--- src/aps_pkg.sv ---
// shared constants and types for the acquisition period scheduler
package aps_pkg;
   // clock and timebase: all periods count 0.1 s ticks
   localparam int CLK_NS = 5;
   localparam int TICK_NS = 100_000_000;
   localparam int TICK_CYC = TICK_NS / CLK_NS;
   // field widths of period and warm-up values, in ticks
   localparam int PW = 19;
   localparam int WW = 13;
   // period limits and defaults, in ticks
   localparam int HOUR_S = 3600;
   localparam logic [PW-1:0] MAX_PER_TK = PW'(12 * HOUR_S * 10);
   localparam logic [PW-1:0] MIN_LOG_TK = PW'(10);
   localparam logic [PW-1:0] MIN_CALC_TK = PW'(10);
   localparam logic [PW-1:0] MIN_SAMP_TK = PW'(1);
   localparam logic [PW-1:0] DEF_LOG_TK = PW'(HOUR_S * 10);
   localparam logic [PW-1:0] DEF_CALC_TK = PW'(60 * 10);
   localparam logic [PW-1:0] DEF_SAMP_TK = PW'(10);
   // fixed pulse input rate: one second
   localparam logic [PW-1:0] PULSE_TK = PW'(10);
   // warm-up limits, in ticks (0.1 s .. 10 min)
   localparam logic [WW-1:0] MIN_WARM_TK = WW'(1);
   localparam logic [WW-1:0] MAX_WARM_TK = WW'(10 * 60 * 10);
   // supply counts
   localparam int N_PULSE = 3;
   localparam int N_ANA = 4;
   // configured periods travel together
   typedef struct packed {
      logic [PW-1:0] log_p;
      logic [PW-1:0] calc_p;
      logic [PW-1:0] samp_p;
   } aps_period_t;
   // integrated transducer excitation
   typedef enum logic {
      XDCR_ALWAYS_ON = 1'h0,
      XDCR_WARM_UP = 1'h1
   } aps_xdcr_mode_t;
   // global transmitter power mode
   typedef enum logic {
      XMTR_DISABLED = 1'h0,
      XMTR_IF_REQUIRED = 1'h1
   } aps_xmtr_mode_t;
   // per analog transmitter setting; code 3 acts as off
   typedef enum logic [1:0] {
      ANA_OFF = 2'h0,
      ANA_ON = 2'h1,
      ANA_WARM = 2'h2
   } aps_ana_pwr_t;
endpackage

--- src/aps_top.sv ---
// acquisition period scheduler: counters, ratio dividers, excitation control
`timescale 1ns/1ps
`default_nettype none

// free-running tick counter that wraps once per period
module aps_pcnt #(
   parameter int W = 19
) (
   // clock and reset
   input wire logic i_clk,
   input wire logic i_rstn,
   // tick and period
   input wire logic i_tick,
   input wire logic [W-1:0] i_period,
   // count and wrap
   output logic [W-1:0] o_cnt,
   output logic o_wrap
);
   // wrap on the tick that ends the period; >= survives a shortened period
   assign o_wrap = i_tick && (o_cnt >= i_period - W'(1));

   // count ticks
   always_ff @(posedge i_clk or negedge i_rstn) begin
      if (!i_rstn) begin
         o_cnt <= '0;
      end else if (o_wrap) begin
         o_cnt <= '0;
      end else if (i_tick) begin
         o_cnt <= o_cnt + W'(1);
      end
   end
endmodule

// free-running restoring divider, refreshes the quotient every W+1 cycles
module aps_div #(
   parameter int W = 19
) (
   // clock and reset
   input wire logic i_clk,
   input wire logic i_rstn,
   // operands, denominator never zero
   input wire logic [W-1:0] i_num,
   input wire logic [W-1:0] i_den,
   // quotient
   output logic [W-1:0] o_q
);
   localparam int CW = $clog2(W + 1);
   logic [CW-1:0] step; // 0 loads operands
   logic [W-1:0] rem; // partial remainder
   logic [W-1:0] quo; // dividend shifting into quotient
   logic [W-1:0] den; // held denominator
   logic [W:0] sh; // remainder with next bit
   logic ge; // subtract succeeds
   logic [W:0] diff; // remainder after subtract

   // one restoring step
   always_comb begin
      sh = {rem, quo[W-1]};
      ge = (sh >= {1'b0, den});
      diff = sh - {1'b0, den};
   end

   // iterate; quotient lags a config change by at most 2*(W+1) cycles
   always_ff @(posedge i_clk or negedge i_rstn) begin
      if (!i_rstn) begin
         step <= '0;
         rem <= '0;
         quo <= '0;
         den <= '0;
         o_q <= '0;
      end else if (step == '0) begin
         rem <= '0;
         quo <= i_num;
         den <= i_den;
         step <= CW'(1);
      end else begin
         rem <= ge ? diff[W-1:0] : sh[W-1:0];
         quo <= {quo[W-2:0], ge};
         if (step == CW'(W)) begin
            o_q <= {quo[W-2:0], ge};
            step <= '0;
         end else begin
            step <= step + CW'(1);
         end
      end
   end
endmodule

// one supply switched by the warm-up schedule
module aps_warm (
   // clock and reset
   input wire logic i_clk,
   input wire logic i_rstn,
   // schedule
   input wire logic [aps_pkg::PW-1:0] i_rem,
   input wire logic [aps_pkg::PW-1:0] i_period,
   input wire logic i_sample,
   // setting
   input wire logic i_on,
   input wire logic i_warm_en,
   input wire logic [aps_pkg::WW-1:0] i_warm,
   // supply switch
   output logic o_pwr
);
   import aps_pkg::*;
   logic [PW-1:0] warm_ext; // warm-up widened to period width

   assign warm_ext = {{(PW-WW){1'b0}}, i_warm};

   // supply state
   always_ff @(posedge i_clk or negedge i_rstn) begin
      if (!i_rstn) begin
         o_pwr <= 1'b0;
      end else if (!i_warm_en) begin
         o_pwr <= i_on;
      end else if (warm_ext >= i_period) begin
         o_pwr <= 1'b1;
      end else if (i_sample) begin
         o_pwr <= 1'b0;
      end else if (i_rem <= warm_ext) begin
         o_pwr <= 1'b1;
      end
   end
endmodule

// top of the scheduler
module aps_top #(
   parameter int N_IN = 4,
   parameter int TICK_CYCLES = aps_pkg::TICK_CYC
) (
   // clock and reset
   input wire logic i_clk,
   input wire logic i_rstn,
   // periods in 0.1 s ticks, zero selects the default
   input wire aps_pkg::aps_period_t i_per,
   // input enables
   input wire logic [N_IN-1:0] i_input_en,
   input wire logic i_pulse3_en,
   // integrated transducer excitation
   input wire aps_pkg::aps_xdcr_mode_t i_xdcr_mode,
   input wire logic [aps_pkg::WW-1:0] i_xdcr_warm,
   // external transmitter power
   input wire aps_pkg::aps_xmtr_mode_t i_xmtr_mode,
   input wire aps_pkg::aps_ana_pwr_t [aps_pkg::N_ANA-1:0] i_ana_set,
   input wire logic [aps_pkg::N_ANA-1:0][aps_pkg::WW-1:0] i_ana_warm,
   input wire logic [aps_pkg::N_PULSE-1:0] i_pulse_on,
   // schedule strobes
   output logic o_log_rec,
   output logic o_calc_run,
   output logic [N_IN-1:0] o_samp,
   output logic [aps_pkg::N_PULSE-1:0] o_pulse_samp,
   // status
   output logic [aps_pkg::N_PULSE-1:0] o_pulse_en,
   output logic [aps_pkg::PW-1:0] o_calc_per_log,
   output logic [aps_pkg::PW-1:0] o_samp_per_calc,
   output logic o_cfg_invalid,
   output aps_pkg::aps_ana_pwr_t [aps_pkg::N_ANA-1:0] o_ana_set_eff,
   output logic [aps_pkg::N_PULSE-1:0] o_pulse_set_eff,
   // supply switches
   output logic o_xdcr_pwr,
   output logic [aps_pkg::N_ANA-1:0] o_ana_pwr,
   output logic [aps_pkg::N_PULSE-1:0] o_pulse_pwr
);
   import aps_pkg::*;
   localparam int TW = $clog2(TICK_CYCLES + 1);

   logic [1:0] rst_sync; // reset release chain
   logic rst_n; // synchronised reset
   logic [TW-1:0] pre; // tick prescaler
   logic tick; // one cycle per 0.1 s
   logic [PW-1:0] log_p, calc_p, samp_p; // clamped periods
   logic [PW-1:0] samp_cnt; // position in sampling period
   logic log_wrap, calc_wrap, samp_wrap, pulse_wrap; // period ends
   logic pulse3_en; // configured pulse 3 enable
   logic [N_ANA:0] w_on, w_en, w_pwr; // index 0 transducer, rest analog
   logic [N_ANA:0][WW-1:0] w_time; // clamped warm-up times

   // clamp a period into range, zero picks the default
   function automatic logic [PW-1:0] clamp_p(input logic [PW-1:0] v, input logic [PW-1:0] lo,
                                             input logic [PW-1:0] dflt);
      if (v == '0) return dflt;
      if (v < lo) return lo;
      if (v > MAX_PER_TK) return MAX_PER_TK;
      return v;
   endfunction

   // clamp a warm-up time into range
   function automatic logic [WW-1:0] clamp_w(input logic [WW-1:0] v);
      if (v < MIN_WARM_TK) return MIN_WARM_TK;
      if (v > MAX_WARM_TK) return MAX_WARM_TK;
      return v;
   endfunction

   // reset: asserted at once, released through two flops
   always_ff @(posedge i_clk or negedge i_rstn) begin
      if (!i_rstn) begin
         rst_sync <= 2'h0;
      end else begin
         rst_sync <= {rst_sync[0], 1'b1};
      end
   end
   assign rst_n = rst_sync[1];

   // 0.1 s timebase
   always_ff @(posedge i_clk or negedge rst_n) begin
      if (!rst_n) begin
         pre <= '0;
      end else if (tick) begin
         pre <= '0;
      end else begin
         pre <= pre + TW'(1);
      end
   end
   assign tick = (pre == TW'(TICK_CYCLES - 1));

   // limits keep every divider and counter away from a zero period
   assign log_p = clamp_p(i_per.log_p, MIN_LOG_TK, DEF_LOG_TK);
   assign calc_p = clamp_p(i_per.calc_p, MIN_CALC_TK, DEF_CALC_TK);
   assign samp_p = clamp_p(i_per.samp_p, MIN_SAMP_TK, DEF_SAMP_TK);

   // period counters, all aligned to the same tick
   aps_pcnt #(.W(PW)) u_log (.i_clk(i_clk), .i_rstn(rst_n), .i_tick(tick), .i_period(log_p),
                             .o_cnt(), .o_wrap(log_wrap));
   aps_pcnt #(.W(PW)) u_calc (.i_clk(i_clk), .i_rstn(rst_n), .i_tick(tick), .i_period(calc_p),
                              .o_cnt(), .o_wrap(calc_wrap));
   aps_pcnt #(.W(PW)) u_samp (.i_clk(i_clk), .i_rstn(rst_n), .i_tick(tick), .i_period(samp_p),
                              .o_cnt(samp_cnt), .o_wrap(samp_wrap));
   aps_pcnt #(.W(PW)) u_pulse (.i_clk(i_clk), .i_rstn(rst_n), .i_tick(tick), .i_period(PULSE_TK),
                               .o_cnt(), .o_wrap(pulse_wrap));

   // derived ratios, truncated when periods do not divide evenly
   aps_div #(.W(PW)) u_cpl (.i_clk(i_clk), .i_rstn(rst_n), .i_num(log_p), .i_den(calc_p),
                            .o_q(o_calc_per_log));
   aps_div #(.W(PW)) u_spc (.i_clk(i_clk), .i_rstn(rst_n), .i_num(calc_p), .i_den(samp_p),
                            .o_q(o_samp_per_calc));

   // pulse 3 enable is held off until configuration turns it on
   always_ff @(posedge i_clk or negedge rst_n) begin
      if (!rst_n) begin
         pulse3_en <= 1'b0;
      end else begin
         pulse3_en <= i_pulse3_en;
      end
   end
   assign o_pulse_en = {pulse3_en, 2'h3};

   // strobes and validity flag; invalid settings still run, software must fix them
   always_ff @(posedge i_clk or negedge rst_n) begin
      if (!rst_n) begin
         o_log_rec <= 1'b0;
         o_calc_run <= 1'b0;
         o_samp <= '0;
         o_pulse_samp <= '0;
         o_cfg_invalid <= 1'b0;
      end else begin
         o_log_rec <= log_wrap;
         o_calc_run <= calc_wrap;
         o_samp <= {N_IN{samp_wrap}} & i_input_en;
         o_pulse_samp <= {N_PULSE{pulse_wrap}} & o_pulse_en;
         o_cfg_invalid <= (samp_p > calc_p);
      end
   end

   // supply settings; the global disable overrides every analog and pulse setting, not the transducer
   always_comb begin
      w_on[0] = (i_xdcr_mode == XDCR_ALWAYS_ON);
      w_en[0] = (i_xdcr_mode == XDCR_WARM_UP);
      w_time[0] = clamp_w(i_xdcr_warm);
      for (int i = 0; i < N_ANA; i++) begin
         o_ana_set_eff[i] = ANA_OFF;
         if (i_xmtr_mode == XMTR_IF_REQUIRED && (i_ana_set[i] == ANA_ON || i_ana_set[i] == ANA_WARM)) begin
            o_ana_set_eff[i] = i_ana_set[i];
         end
         w_on[i+1] = (o_ana_set_eff[i] == ANA_ON);
         w_en[i+1] = (o_ana_set_eff[i] == ANA_WARM);
         w_time[i+1] = clamp_w(i_ana_warm[i]);
      end
      // pulse supplies have no warm-up path
      o_pulse_set_eff = (i_xmtr_mode == XMTR_DISABLED) ? '0 : i_pulse_on;
   end

   // transducer and analog supplies share the sampling schedule
   for (genvar g = 0; g <= N_ANA; g++) begin : g_warm
      aps_warm u_warm (
         .i_clk(i_clk),
         .i_rstn(rst_n),
         .i_rem(samp_p - samp_cnt),
         .i_period(samp_p),
         .i_sample(samp_wrap),
         .i_on(w_on[g]),
         .i_warm_en(w_en[g]),
         .i_warm(w_time[g]),
         .o_pwr(w_pwr[g])
      );
   end
   assign o_xdcr_pwr = w_pwr[0];
   assign o_ana_pwr = w_pwr[N_ANA:1];

   // pulse transmitter supplies
   always_ff @(posedge i_clk or negedge rst_n) begin
      if (!rst_n) begin
         o_pulse_pwr <= '0;
      end else begin
         o_pulse_pwr <= o_pulse_set_eff;
      end
   end
endmodule

`default_nettype wire
--- config.mk ---
export PLATFORM = sky130hd
export DESIGN_NAME = aps_top
export DESIGN_NICKNAME = d
export VERILOG_FILES = /design/src/aps_pkg.sv /design/src/aps_top.sv
export SDC_FILE = /design/constraint.sdc
export NUM_CORES = 1
export LEC_CHECK = 0
export BUFFER_PORTS_ARGS = -buffer_cell sky130_fd_sc_hd__buf_2
export CORE_MARGIN = 4
export CORE_UTILIZATION = 30
export DETAILED_ROUTE_END_ITERATION = 8
export HOLD_SLACK_MARGIN = 0.1
export SLEW_MARGIN = 20
export SYNTH_ARGS = -nofsm -noshare
export SYNTH_HDL_FRONTEND = slang
export SYNTH_HIERARCHICAL = 1
export SYNTH_SLANG_ARGS = --single-unit
--- constraint.sdc ---
create_clock -name i_clk -period 20.2 [get_ports i_clk]
set_clock_uncertainty 0.1 [all_clocks]
set_input_delay 0 -clock i_clk [delete_from_list [all_inputs] [get_ports i_clk]]
set_output_delay 0 -clock i_clk [all_outputs]
set_load 0.005 [all_outputs]
* Word-level counts from Yosys, hierarchy flattened
Index checks and enable logic that the tools add are counted.
Operators by class: bitwise logic cells 5, multiplexer cells 115, equality and inequality tests 24, $add $sub $neg 13, magnitude comparators 33, reductions and logical operators 23
Operators by type and width (count):
- 19-bit 2-to-1 mux | 32
- 13-bit 2-to-1 mux | 20
- 13-bit by 19-bit greater-or-equal comparator with 1-bit output | 5
- 19-bit by 13-bit less-or-equal comparator with 1-bit output | 5
- 19-bit by 1-bit adder with 19-bit output (second input constant) | 4
- 13-bit > comparator (second input constant) | 5
- 13-bit by 1-bit less-than comparator with 1-bit output (second input constant) | 5
- 19-bit greater-or-equal comparator | 3
- 19-bit > comparator (second input constant) | 3
- 19-bit logical NOT | 3
- 19-bit by 1-bit subtractor with 19-bit output (second input constant) | 3
- 19-bit subtractor | 3
- 1-bit 2-to-1 mux | 53
- 20-bit by 19-bit greater-or-equal comparator with 1-bit output | 2
- 19-bit by 4-bit less-than comparator with 1-bit output (second input constant) | 2
- 25-bit by 1-bit adder with 25-bit output (second input constant) | 1
- 25-bit equality test (second input constant) | 1
- 25-bit 2-to-1 mux | 1
- 5-bit 2-to-1 mux | 4
- 19-bit by 4-bit greater-or-equal comparator with 1-bit output (second input constant) | 1
- 19-bit > comparator | 1
- 19-bit by 1-bit less-than comparator with 1-bit output (second input constant) | 1
- 2-bit by 1-bit equality test with 1-bit output (second input constant) | 8
- 2-bit equality test (second input constant) | 8
- other kinds (14) | 39
Word-level totals: input bits 142, word-level logic and storage cells 241, flip-flop bits (word level) 284, output and inout bits 70

* Logic depth before layout (Yosys ltp)
Gate-level depths: netlist of the first run.
depth after elaboration 14, gate-level depth with buffers 23, gate-level depth less buffers 22

* Modules after synthesis
The synthesis of the first run kept the hierarchy.
By module, submodules not included:
- aps_div | area each 4134.0 um^2, cells an instance 430, instances 2, seq. area each 2026.9 um^2
- aps_pcnt | area each 1621.6 um^2, cells an instance 185, instances 4, seq. area each 475.5 um^2
- aps_top | area each 4779.6 um^2, cells an instance 644, instances 1, seq. area each 1001.0 um^2
- aps_warm | area each 744.5 um^2, cells an instance 102, instances 5, seq. area each 25.0 um^2

* Worst setup path after synthesis of the first run
OpenSTA, ideal clock, no wires.
path type in2reg, start point input i_per[11] (netlist name), end point register g_warm[0].u_warm.o_pwr, required time 20036 ps, path slack 15042 ps, cell stages on the path 21, library setup time 64 ps, buffers on the path 2, data arrival time 4994 ps, cells stage by stage a2111oi_2 o21ai_2 nand2_1 clkbuf_1 nand2b_1 or4_1 or4_4 nor4_4 xnor2_1 ha_1 nand4_1 nor2_1 a221o_1 nor2_1 a21boi_1 clkbuf_1 or4_4 nor4_1 nand3_1 a31oi_1 a211o_1
On the way: cells in the longest elaborated chain, start to end 13, elaborated cells between the ends (all ways) 24, classes of those cells add/sub: 2; order compare: 5; eq/ne: 1; mux: 14; reduce/logical: 2
RTL lines:
- start, declared | RTL line aps_top.sv:135 | input wire aps_pkg::aps_period_t i_per,
- 19-bit > comparator | RTL line aps_top.sv:183 | if (v > MAX_PER_TK) return MAX_PER_TK;
- 1-bit 2-to-1 mux (2 in a row) | RTL line aps_top.sv:183
- 1-bit 2-to-1 mux | RTL line aps_top.sv:182 | if (v < lo) return lo;
- 19-bit 2-to-1 mux | RTL line aps_top.sv:184 | return v;
- 19-bit 2-to-1 mux | RTL line aps_top.sv:183
- 19-bit 2-to-1 mux * | RTL line aps_top.sv:182
- net samp_p[7] | RTL line aps_top.sv:171 | logic [PW-1:0] log_p, calc_p, samp_p;
- 19-bit by 1-bit subtractor with 19-bit output * | RTL line aps_top.sv:20 | assign o_wrap = i_tick && (o_cnt >= i_period - W'(1));
- 19-bit greater-or-equal comparator * | RTL line aps_top.sv:20
- 1-bit logical AND * | RTL line aps_top.sv:20
- net samp_wrap | RTL line aps_top.sv:173 | logic log_wrap, calc_wrap, samp_wrap, pulse_wrap;
- 1-bit 2-to-1 mux | RTL line aps_top.sv:118 | end else if (i_sample) begin
- 1-bit 2-to-1 mux | RTL line aps_top.sv:116 | end else if (warm_ext >= i_period) begin
- 1-bit 2-to-1 mux | RTL line aps_top.sv:114 | end else if (!i_warm_en) begin
- end signal, assigned | RTL line aps_top.sv:115 | o_pwr <= i_on;
- end, declared | RTL line aps_top.sv:103 | output logic o_pwr
Mark *: on every way through the listed nets, which the timed path passes. The rest lies on a longest branch. The select of a mux whose other input is x is not followed. A chain may end at the register's enable or synchronous reset.

* Worst setup path after layout of the first run
start point input i_per[17] (netlist name), end point register g_warm[3].u_warm.o_pwr
On the way: cells in the longest elaborated chain, start to end 13, elaborated cells between the ends (all ways) 24, classes of those cells add/sub: 2; order compare: 5; eq/ne: 1; mux: 14; reduce/logical: 2
RTL lines (RTL line):
- 19-bit > comparator | aps_top.sv:183
- 1-bit 2-to-1 mux (2 in a row) | aps_top.sv:183
- 1-bit 2-to-1 mux | aps_top.sv:182
- 19-bit 2-to-1 mux | aps_top.sv:184
- 19-bit 2-to-1 mux | aps_top.sv:183
- 19-bit 2-to-1 mux * | aps_top.sv:182
- net samp_p[3] | aps_top.sv:171
- 19-bit by 1-bit subtractor with 19-bit output * | aps_top.sv:20
- 19-bit greater-or-equal comparator * | aps_top.sv:20
- 1-bit logical AND * | aps_top.sv:20
- net samp_wrap | aps_top.sv:173
- 1-bit 2-to-1 mux | aps_top.sv:118
- 1-bit 2-to-1 mux | aps_top.sv:116
- 1-bit 2-to-1 mux | aps_top.sv:114
- end signal, assigned | aps_top.sv:115
- end, declared | aps_top.sv:103
Marks and branches as above.

==> results of run 1 <==
## power by group
group / switching (W) / leakage [nW] / internal (W)
registers: 0.0000123 / 3.34 / 0.000586
logic: 0.000203 / 9.22 / 0.000140
clock network: 0.000281 / 0.689 / 0.000471
## sequential cells by signal (all words and copies together), names as in the netlist, 19 cells and up
| signal | flops |
|---|---|
| pre | 25 |
| u_calc/o_cnt | 19 |
| u_cpl/den | 19 |
| u_cpl/o_q | 19 |
| u_cpl/quo | 19 |
| u_cpl/rem | 19 |
| u_log/o_cnt | 19 |
| u_pulse/o_cnt | 19 |
| u_samp/o_cnt | 19 |
| u_spc/den | 19 |
| u_spc/o_q | 19 |
| u_spc/quo | 19 |
| u_spc/rem | 19 |
## worst paths after layout
check / to / slack, ns / depth (start not counted)
worst max-delay path: g_warm[3].u_warm/o_pwr / 13.12 / 26
worst min-delay path: u_cpl/den[9] / 0.18 / 6
max in group asynchronous: u_spc/o_q[16] / 17.06 / 3
worst max register to register: g_warm[3].u_warm/o_pwr / 14.53 / 17
worst min register to register: g_warm[4].u_warm/o_pwr / 0.25 / 0
min in group asynchronous: rst_sync[1] / 0.20 / 3
## layer usage
layer,global-route usage [%],wire (um),up-vias
met3,2.470,3564,105
met4,4.532,1707,2
li1,-,-,10276
met5,0,16,-
met1,22.96,32520,9824
met2,25.68,30500,509
## layout by cell type (no fill, tap or decap), types with 9 or more instances in the layout
| cell | synthesis | layout |
|---|---|---|
| inv_1 | 264 | 264 |
| mux2i_1 | 26 | 26 |
| nor3_1 | 53 | 53 |
| a31oi_1 | 24 | 24 |
| and2_1 | 25 | 25 |
| buf_4 | 8 | 18 |
| nand3b_1 | 11 | 11 |
| nand2b_1 | 25 | 25 |
| dfrtp_1 | 283 | 282 |
| a211oi_1 | 32 | 32 |
| a21oi_1 | 140 | 140 |
| or4_1 | 12 | 12 |
| nand2_1 | 319 | 319 |
| o31ai_1 | 9 | 9 |
| xnor2_1 | 114 | 114 |
| dlygate4sd3_1 | 0 | 94 |
| nor2_1 | 247 | 246 |
| nor4b_1 | 11 | 9 |
| o21a_1 | 11 | 11 |
| ha_1 | 293 | 293 |
| nor2b_1 | 57 | 57 |
| and3_1 | 23 | 23 |
| buf_2 | 7 | 209 |
| mux2_2 | 43 | 43 |
| conb_1 | 2 | 61 |
| nand3_1 | 89 | 89 |
| nor4_1 | 38 | 38 |
| o211ai_1 | 17 | 17 |
| or2_2 | 31 | 31 |
| or4_4 | 19 | 19 |
| a21o_1 | 26 | 26 |
| clkbuf_16 | 0 | 40 |
| and4_1 | 9 | 9 |
| nand4_1 | 65 | 65 |
| xor2_1 | 76 | 76 |
| o21ai_0 | 141 | 141 |
## worst max-delay path: stages
cell and delay, ns:
dlygate4sd3_1 0.53, buf_2 0.36, nand2_1 0.13, nor2_2 0.23
nand2_1 0.27, a21o_1 0.45, or4_4 0.59, nor2_2 0.13
nand2_1 0.15, or4_4 0.53, nor2_1 0.15, xnor2_1 0.13
ha_1 0.27, a21oi_1 0.16, nand2_1 0.07, a221o_1 0.29
nor2_1 0.33, a21boi_2 0.09, buf_4 0.28, or4_4 0.46
nor4_1 0.30, nand3_1 0.13, a31oi_1 0.20, dlygate4sd3_1 0.58
a211o_1 0.09, dlygate4sd3_1 0.54
## final cells by class
class,instances,area (um^2)
clock inverter,23,307.8
timing repair buffer,322,2133
tap,1030,1289
inverter,264,991.0
sequential,283,7086
multi-input combinational,2200,15170
clock buffer,49,1115
fill,7829,48240
## stage by stage
step	cell area [um^2]	instances	util [%]
floorplan	23480	2813	-
finish	28090	4171	36.80
global placement	25720	4005	33.69
detailed placement	25720	4005	33.69
CTS	28080	4171	36.79
global route	28090	4171	36.80
## what timing repair did
item	in CTS	in global routing
endpoints found under the hold margin	79	0
hold buffers	94	0
gates resized for setup	0	0
## cells by family after synthesis
family,Yosys count,synth area share [%]
multiplexers,69,3.201
flip-flops,283,30.45
other,2,0.03229
AND/OR/NAND/NOR,1097,24.23
buffers and inverters,330,5.504
AO/OA/AOI/OAI,486,13.36
XOR/XNOR,190,7.156
adder cells (fa/ha/maj),297,16.07
==> impl_metrics.py, run 1 <==
metrics = {
    "power": {
        "ir_worst_vdd_v": 0.00004886,
        "p_per_area_nw_per_um2": 60.29,
        "report.power.total_w": 0.001693,
        "leakagePower_nw": 13.25,
    },
    "routing": {
        "remaining_drc_errors": 0,
        "wl_per_cell_um": 16.38,
        "first_pass_iters": 5,
        "viasPerCell": 4.967,
        "routed_wl_mm": 68.32,
        "ant_nets": 0,
        "drt_iter0_markers": 1250,
        "route.vias.total": 20716,
    },
    "synth": {
        "synth_most_common_cell": "nand2_1",
        "synth.distinct_cells": 87,
        "synth-main-ff-cell": "dfrtp_1",
        "yosys_warnings": 6,
        "ys_top_cells_by_area": "dfrtp_1 30%, ha_1 16%, nand2_1 5.1%, xnor2_1 4.3%, inv_1 4.3%",
        "synth_common_cells": "319 x nand2_1, 293 x ha_1, 283 x dfrtp_1, 264 x inv_1, 247 x nor2_1",
        "synthCells": 2754,
        "yosys.area.top_type_share_pct": 30.45,
        "synth_top_area_cell": "dfrtp_1",
        "synth_seq_area_share_pct": 30.45,
        "synth_edf_count": 0,
        "synth.avg_cell_area_um2": 8.444,
        "syn-cell-area_um2": 23260,
        "synthArstFlopShare_pct": 100.0,
        "ys_ff_latch": 283,
    },
    "sta": {
        "rsz0062_at_grt": "false",
        "setup_tns_ns": 0,
        "layout_worst_path_cycle_share_pct": 35.04,
        "worst_slew_pin_slew_ns": 1.166,
        "fin_ws_ns": 13.12,
        "min_period_ns": 7.079,
        "max_freq_ghz": 0.1413,
        "hold_violations": 0,
        "setup_viol": 0,
        "holdWs_ns": 0.1825,
        "maxSlewHeadroom_pct": 21.69,
        "slew_violations": 0,
    },
    "worst_hold_path": {
        "hold_class": "input pin to flop",
        "min_from": "i_per[28]",
    },
    "critical_path": {
        "worstPathRequired_ns": 20.60,
        "crit_arrival_ns": 7.48,
        "reg2reg_from": "u_samp/o_cnt[0]",
        "crit_start": "i_per[17]",
        "crit_path_max_fanout": 29,
        "worstSetupPathType": "input pin to flop",
        "crit_path_end_kind": "flop",
        "cp-start-kind": "input pin",
    },
    "die": {
        "io_pins": 212,
        "fp.dieH_um": 286.4,
        "fp.dieW_um": 286.4,
        "dieArea_um2": 82040,
        "rows": 101,
        "core_um2": 76330,
        "initial_core_util_pct": 30.47,
    },
    "clock_tree": {
        "root_buffer": "clkbuf_16",
        "clk_latency_ns": 0.56,
        "cts_tree": "done",
        "cts.sinks": 283,
        "cts_buffer_depth": 3,
        "clk_pin_slew_worst_paths_ns": 0.06,
        "htreeDepth": 2,
        "postCtsSetupBuffers": 0,
        "cts_buffers": 39,
    },
    "cells_and_area": {
        "final_nets": 3548,
        "antennaDiodeCount": 0,
        "syn_to_final_growth_pct": 20.77,
        "drive_above_1_share_pct": 14.87,
    },
    "grt": {
        "grt.total_usage_pct": 16.21,
        "antenna_found_initial": 3,
        "grt_max_degree": 76,
        "grt_first_pass_wirelength_mm": 108.7,
        "grt_pass1_vias": 20106,
        "grt-ovfl-total": 0,
    },
    "placed_design": {
        "hpwl_mm": 51.28,
        "place_congestion": 0.8942,
        "place.port_buffers": 209,
        "pre_cts_ws_ns": 14.31,
    },
    "job": {
        "cap_viol_max_count": 0,
    },
    "status": {
        "status": "finished, final reports clean",
    },
}
No activity file was read; power rests on OpenSTA's default activity.
==> run 2, diff against run 1 <==
==> constraint.sdc (replaced) <==
create_clock -name i_clk -period 7.2 [get_ports i_clk]
set_clock_uncertainty 0.1 [all_clocks]
set_input_delay 0 -clock i_clk [delete_from_list [all_inputs] [get_ports i_clk]]
set_output_delay 0 -clock i_clk [all_outputs]
set_load 0.005 [all_outputs]
==> impl_metrics.py, run 2 (synthesized netlist as in run 1, its figures left out) <==
metrics = {
    "status": {
        "status": "finished, final reports clean",
    },
    "sta": {
        "worst_slew_pin_slew_ns": 1.034,
        "fin_ws_ns": 0.4138,
        "setup_viol": 0,
        "slew_violations": 0,
        "min_period_ns": 6.786,
        "layout_worst_path_cycle_share_pct": 94.25,
        "maxSlewHeadroom_pct": 30.82,
        "max_freq_ghz": 0.1474,
        "setup_tns_ns": 0,
        "hold_violations": 0,
    },
    "routing": {
        "drt_iter0_markers": 1364,
        "wl_per_cell_um": 16.34,
        "first_pass_iters": 5,
        "ant_nets": 0,
        "route.vias.total": 20644,
        "viasPerCell": 4.948,
        "wl_met2_mm": 30.17,
        "wl_met3_mm": 3.365,
        "wl_met1_mm": 32.77,
        "routed_wl_mm": 68.17,
        "highest_layer": "met4",
        "remaining_drc_errors": 0,
    },
    "grt": {
        "grt_first_pass_wirelength_mm": 107.9,
        "grt.total_usage_pct": 16.04,
        "grt_max_degree": 129,
        "grt-ovfl-total": 0,
        "grt_pass1_vias": 19995,
        "antenna_found_initial": 0,
    },
    "power": {
        "p_comb_share_pct": 20.3,
        "power_switching_w": 0.001376,
        "p_per_area_nw_per_um2": 168.6,
        "pwr-share-seq_pct": 35.4,
        "report.power.total_w": 0.004741,
        "p_int_w": 0.003365,
        "clock_power_share_pct": 44.3,
        "ir_worst_vdd_v": 0.0002055,
        "leakagePower_nw": 13.26,
        "swShare_pct": 29.03,
    },
    "clock_tree": {
        "htreeDepth": 2,
        "root_buffer": "clkbuf_16",
        "clk_latency_ns": 0.55,
        "cts_buffers": 38,
        "postCtsSetupBuffers": 0,
        "cts_tree": "done",
        "cts.sinks": 283,
        "clk_pin_slew_worst_paths_ns": 0.06,
        "cts_buffer_depth": 3,
    },
    "cells_and_area": {
        "drive_above_1_share_pct": 14.84,
        "multi_input_area_um2": 15180,
        "final_cell_mix": "319 x nand2_1, 293 x ha_1, 282 x dfrtp_1",
        "syn_to_final_growth_pct": 20.89,
        "regArea_um2": 7086,
        "final_common_cell": "nand2_1",
        "fin_util_pct": 36.83,
        "fillers": 7865,
        "top_register": "pre",
        "largest_reg_flops": 25,
        "final_nets": 3550,
    },
    "die": {
        "fp.dieW_um": 286.4,
        "io_pins": 212,
        "dieArea_um2": 82040,
        "core_um2": 76330,
        "fp.dieH_um": 286.4,
        "rows": 101,
        "initial_core_util_pct": 30.47,
    },
    "critical_path": {
        "worstPathRequired_ns": 7.59,
        "crit_arrival_ns": 7.17,
        "worstRegToRegCells": 17,
        "crit_path_max_fanout": 15,
        "cp-start-kind": "input pin",
        "crit_path_end_kind": "flop",
        "worstSetupPathType": "input pin to flop",
    },
    "placed_design": {
        "place.port_buffers": 209,
        "hpwl_mm": 50.94,
        "place_congestion": 0.9017,
        "pre_cts_ws_ns": 1.224,
    },
    "worst_hold_path": {
        "hold_class": "input pin to flop",
        "holdPathStages": 5,
    },
    "job": {
        "cap_viol_max_count": 0,
    },
}
==> run 2: worst max-delay path: stages <==
cell and delay, ns:
dlygate4sd3_1 0.52, buf_2 0.35, nand2_1 0.13, nor2_2 0.22, nand2_1 0.27, a21o_2 0.42
or4_4 0.56, nor2_2 0.13, nand2_1 0.14, or4_4 0.54, nor2_1 0.15, xnor2_1 0.14
ha_1 0.27, a21oi_1 0.16, nand2_1 0.08, a221o_1 0.30, nor2_2 0.24, a21boi_4 0.22
or4_4 0.50, nor4_1 0.29, nand3_1 0.12, a31oi_1 0.19, dlygate4sd3_1 0.58, a211o_1 0.10
dlygate4sd3_1 0.54
==> run 2: metrics by stage <==
step                      cell area [um^2]  instances  hold slack (ns)
after floorplan                      23480       2813          -0.3956
after global placement               25740       4007          -0.3112
after detailed placement             25750       4007          -0.3113
after CTS                            28100       4171           0.1016
after global routing                 28110       4171           0.1359
final                                28110       4172           0.1302
==> run 2: final cells by class <==
| type | count | area share, % |
|---|---|---|
| multi-input combinational | 2200 | 54.00 |
| sequential | 283 | 25.20 |
| timing repair buffer | 325 | 7.717 |
| tap | 1030 | 4.584 |
| clock buffer | 52 | 4.045 |
| inverter | 264 | 3.525 |
| clock inverter | 17 | 0.9168 |
| antenna | 1 | 0.008901 |
==> run 2: power by group through the flow <==
stage	registers, W	logic [W]	clock network (W)
finish	0.00168	0.000962	0.00210
global route	0.00169	0.00108	0.00223
CTS	0.00168	0.000952	0.00216
detailed placement	0.00171	0.000905	0
global placement	0.00171	0.000893	0
floorplan	0.00172	0.000583	0
==> run 2: what timing repair did <==
action | in CTS | in global routing
setup endpoints to repair | 0 | 4
gates resized for setup | 0 | 5
hold buffers | 95 | 0
hold endpoints to repair | 80 | 0
==> run 2: routing by layer <==
metal,vias up,global-route usage (%)
li1,10267,-
met1,9823,23.00
met2,447,25.07
met3,107,2.192
met4,0,4.855
met5,-,0
==> run 2: worst paths after layout <==
path                       slack (ns)                      to       startpoint
setup / recovery                 0.41  g_warm[1].u_warm/o_pwr        i_per[17]
hold / removal                   0.13           u_spc/quo[13]        i_per[32]
setup reg to reg                 1.58  g_warm[1].u_warm/o_pwr  u_samp/o_cnt[0]
hold reg to reg                  0.25         o_pulse_samp[2]      rst_sync[1]
max in group asynchronous        5.29         u_calc/o_cnt[3]      rst_sync[1]
min in group asynchronous        0.23             rst_sync[1]           i_rstn
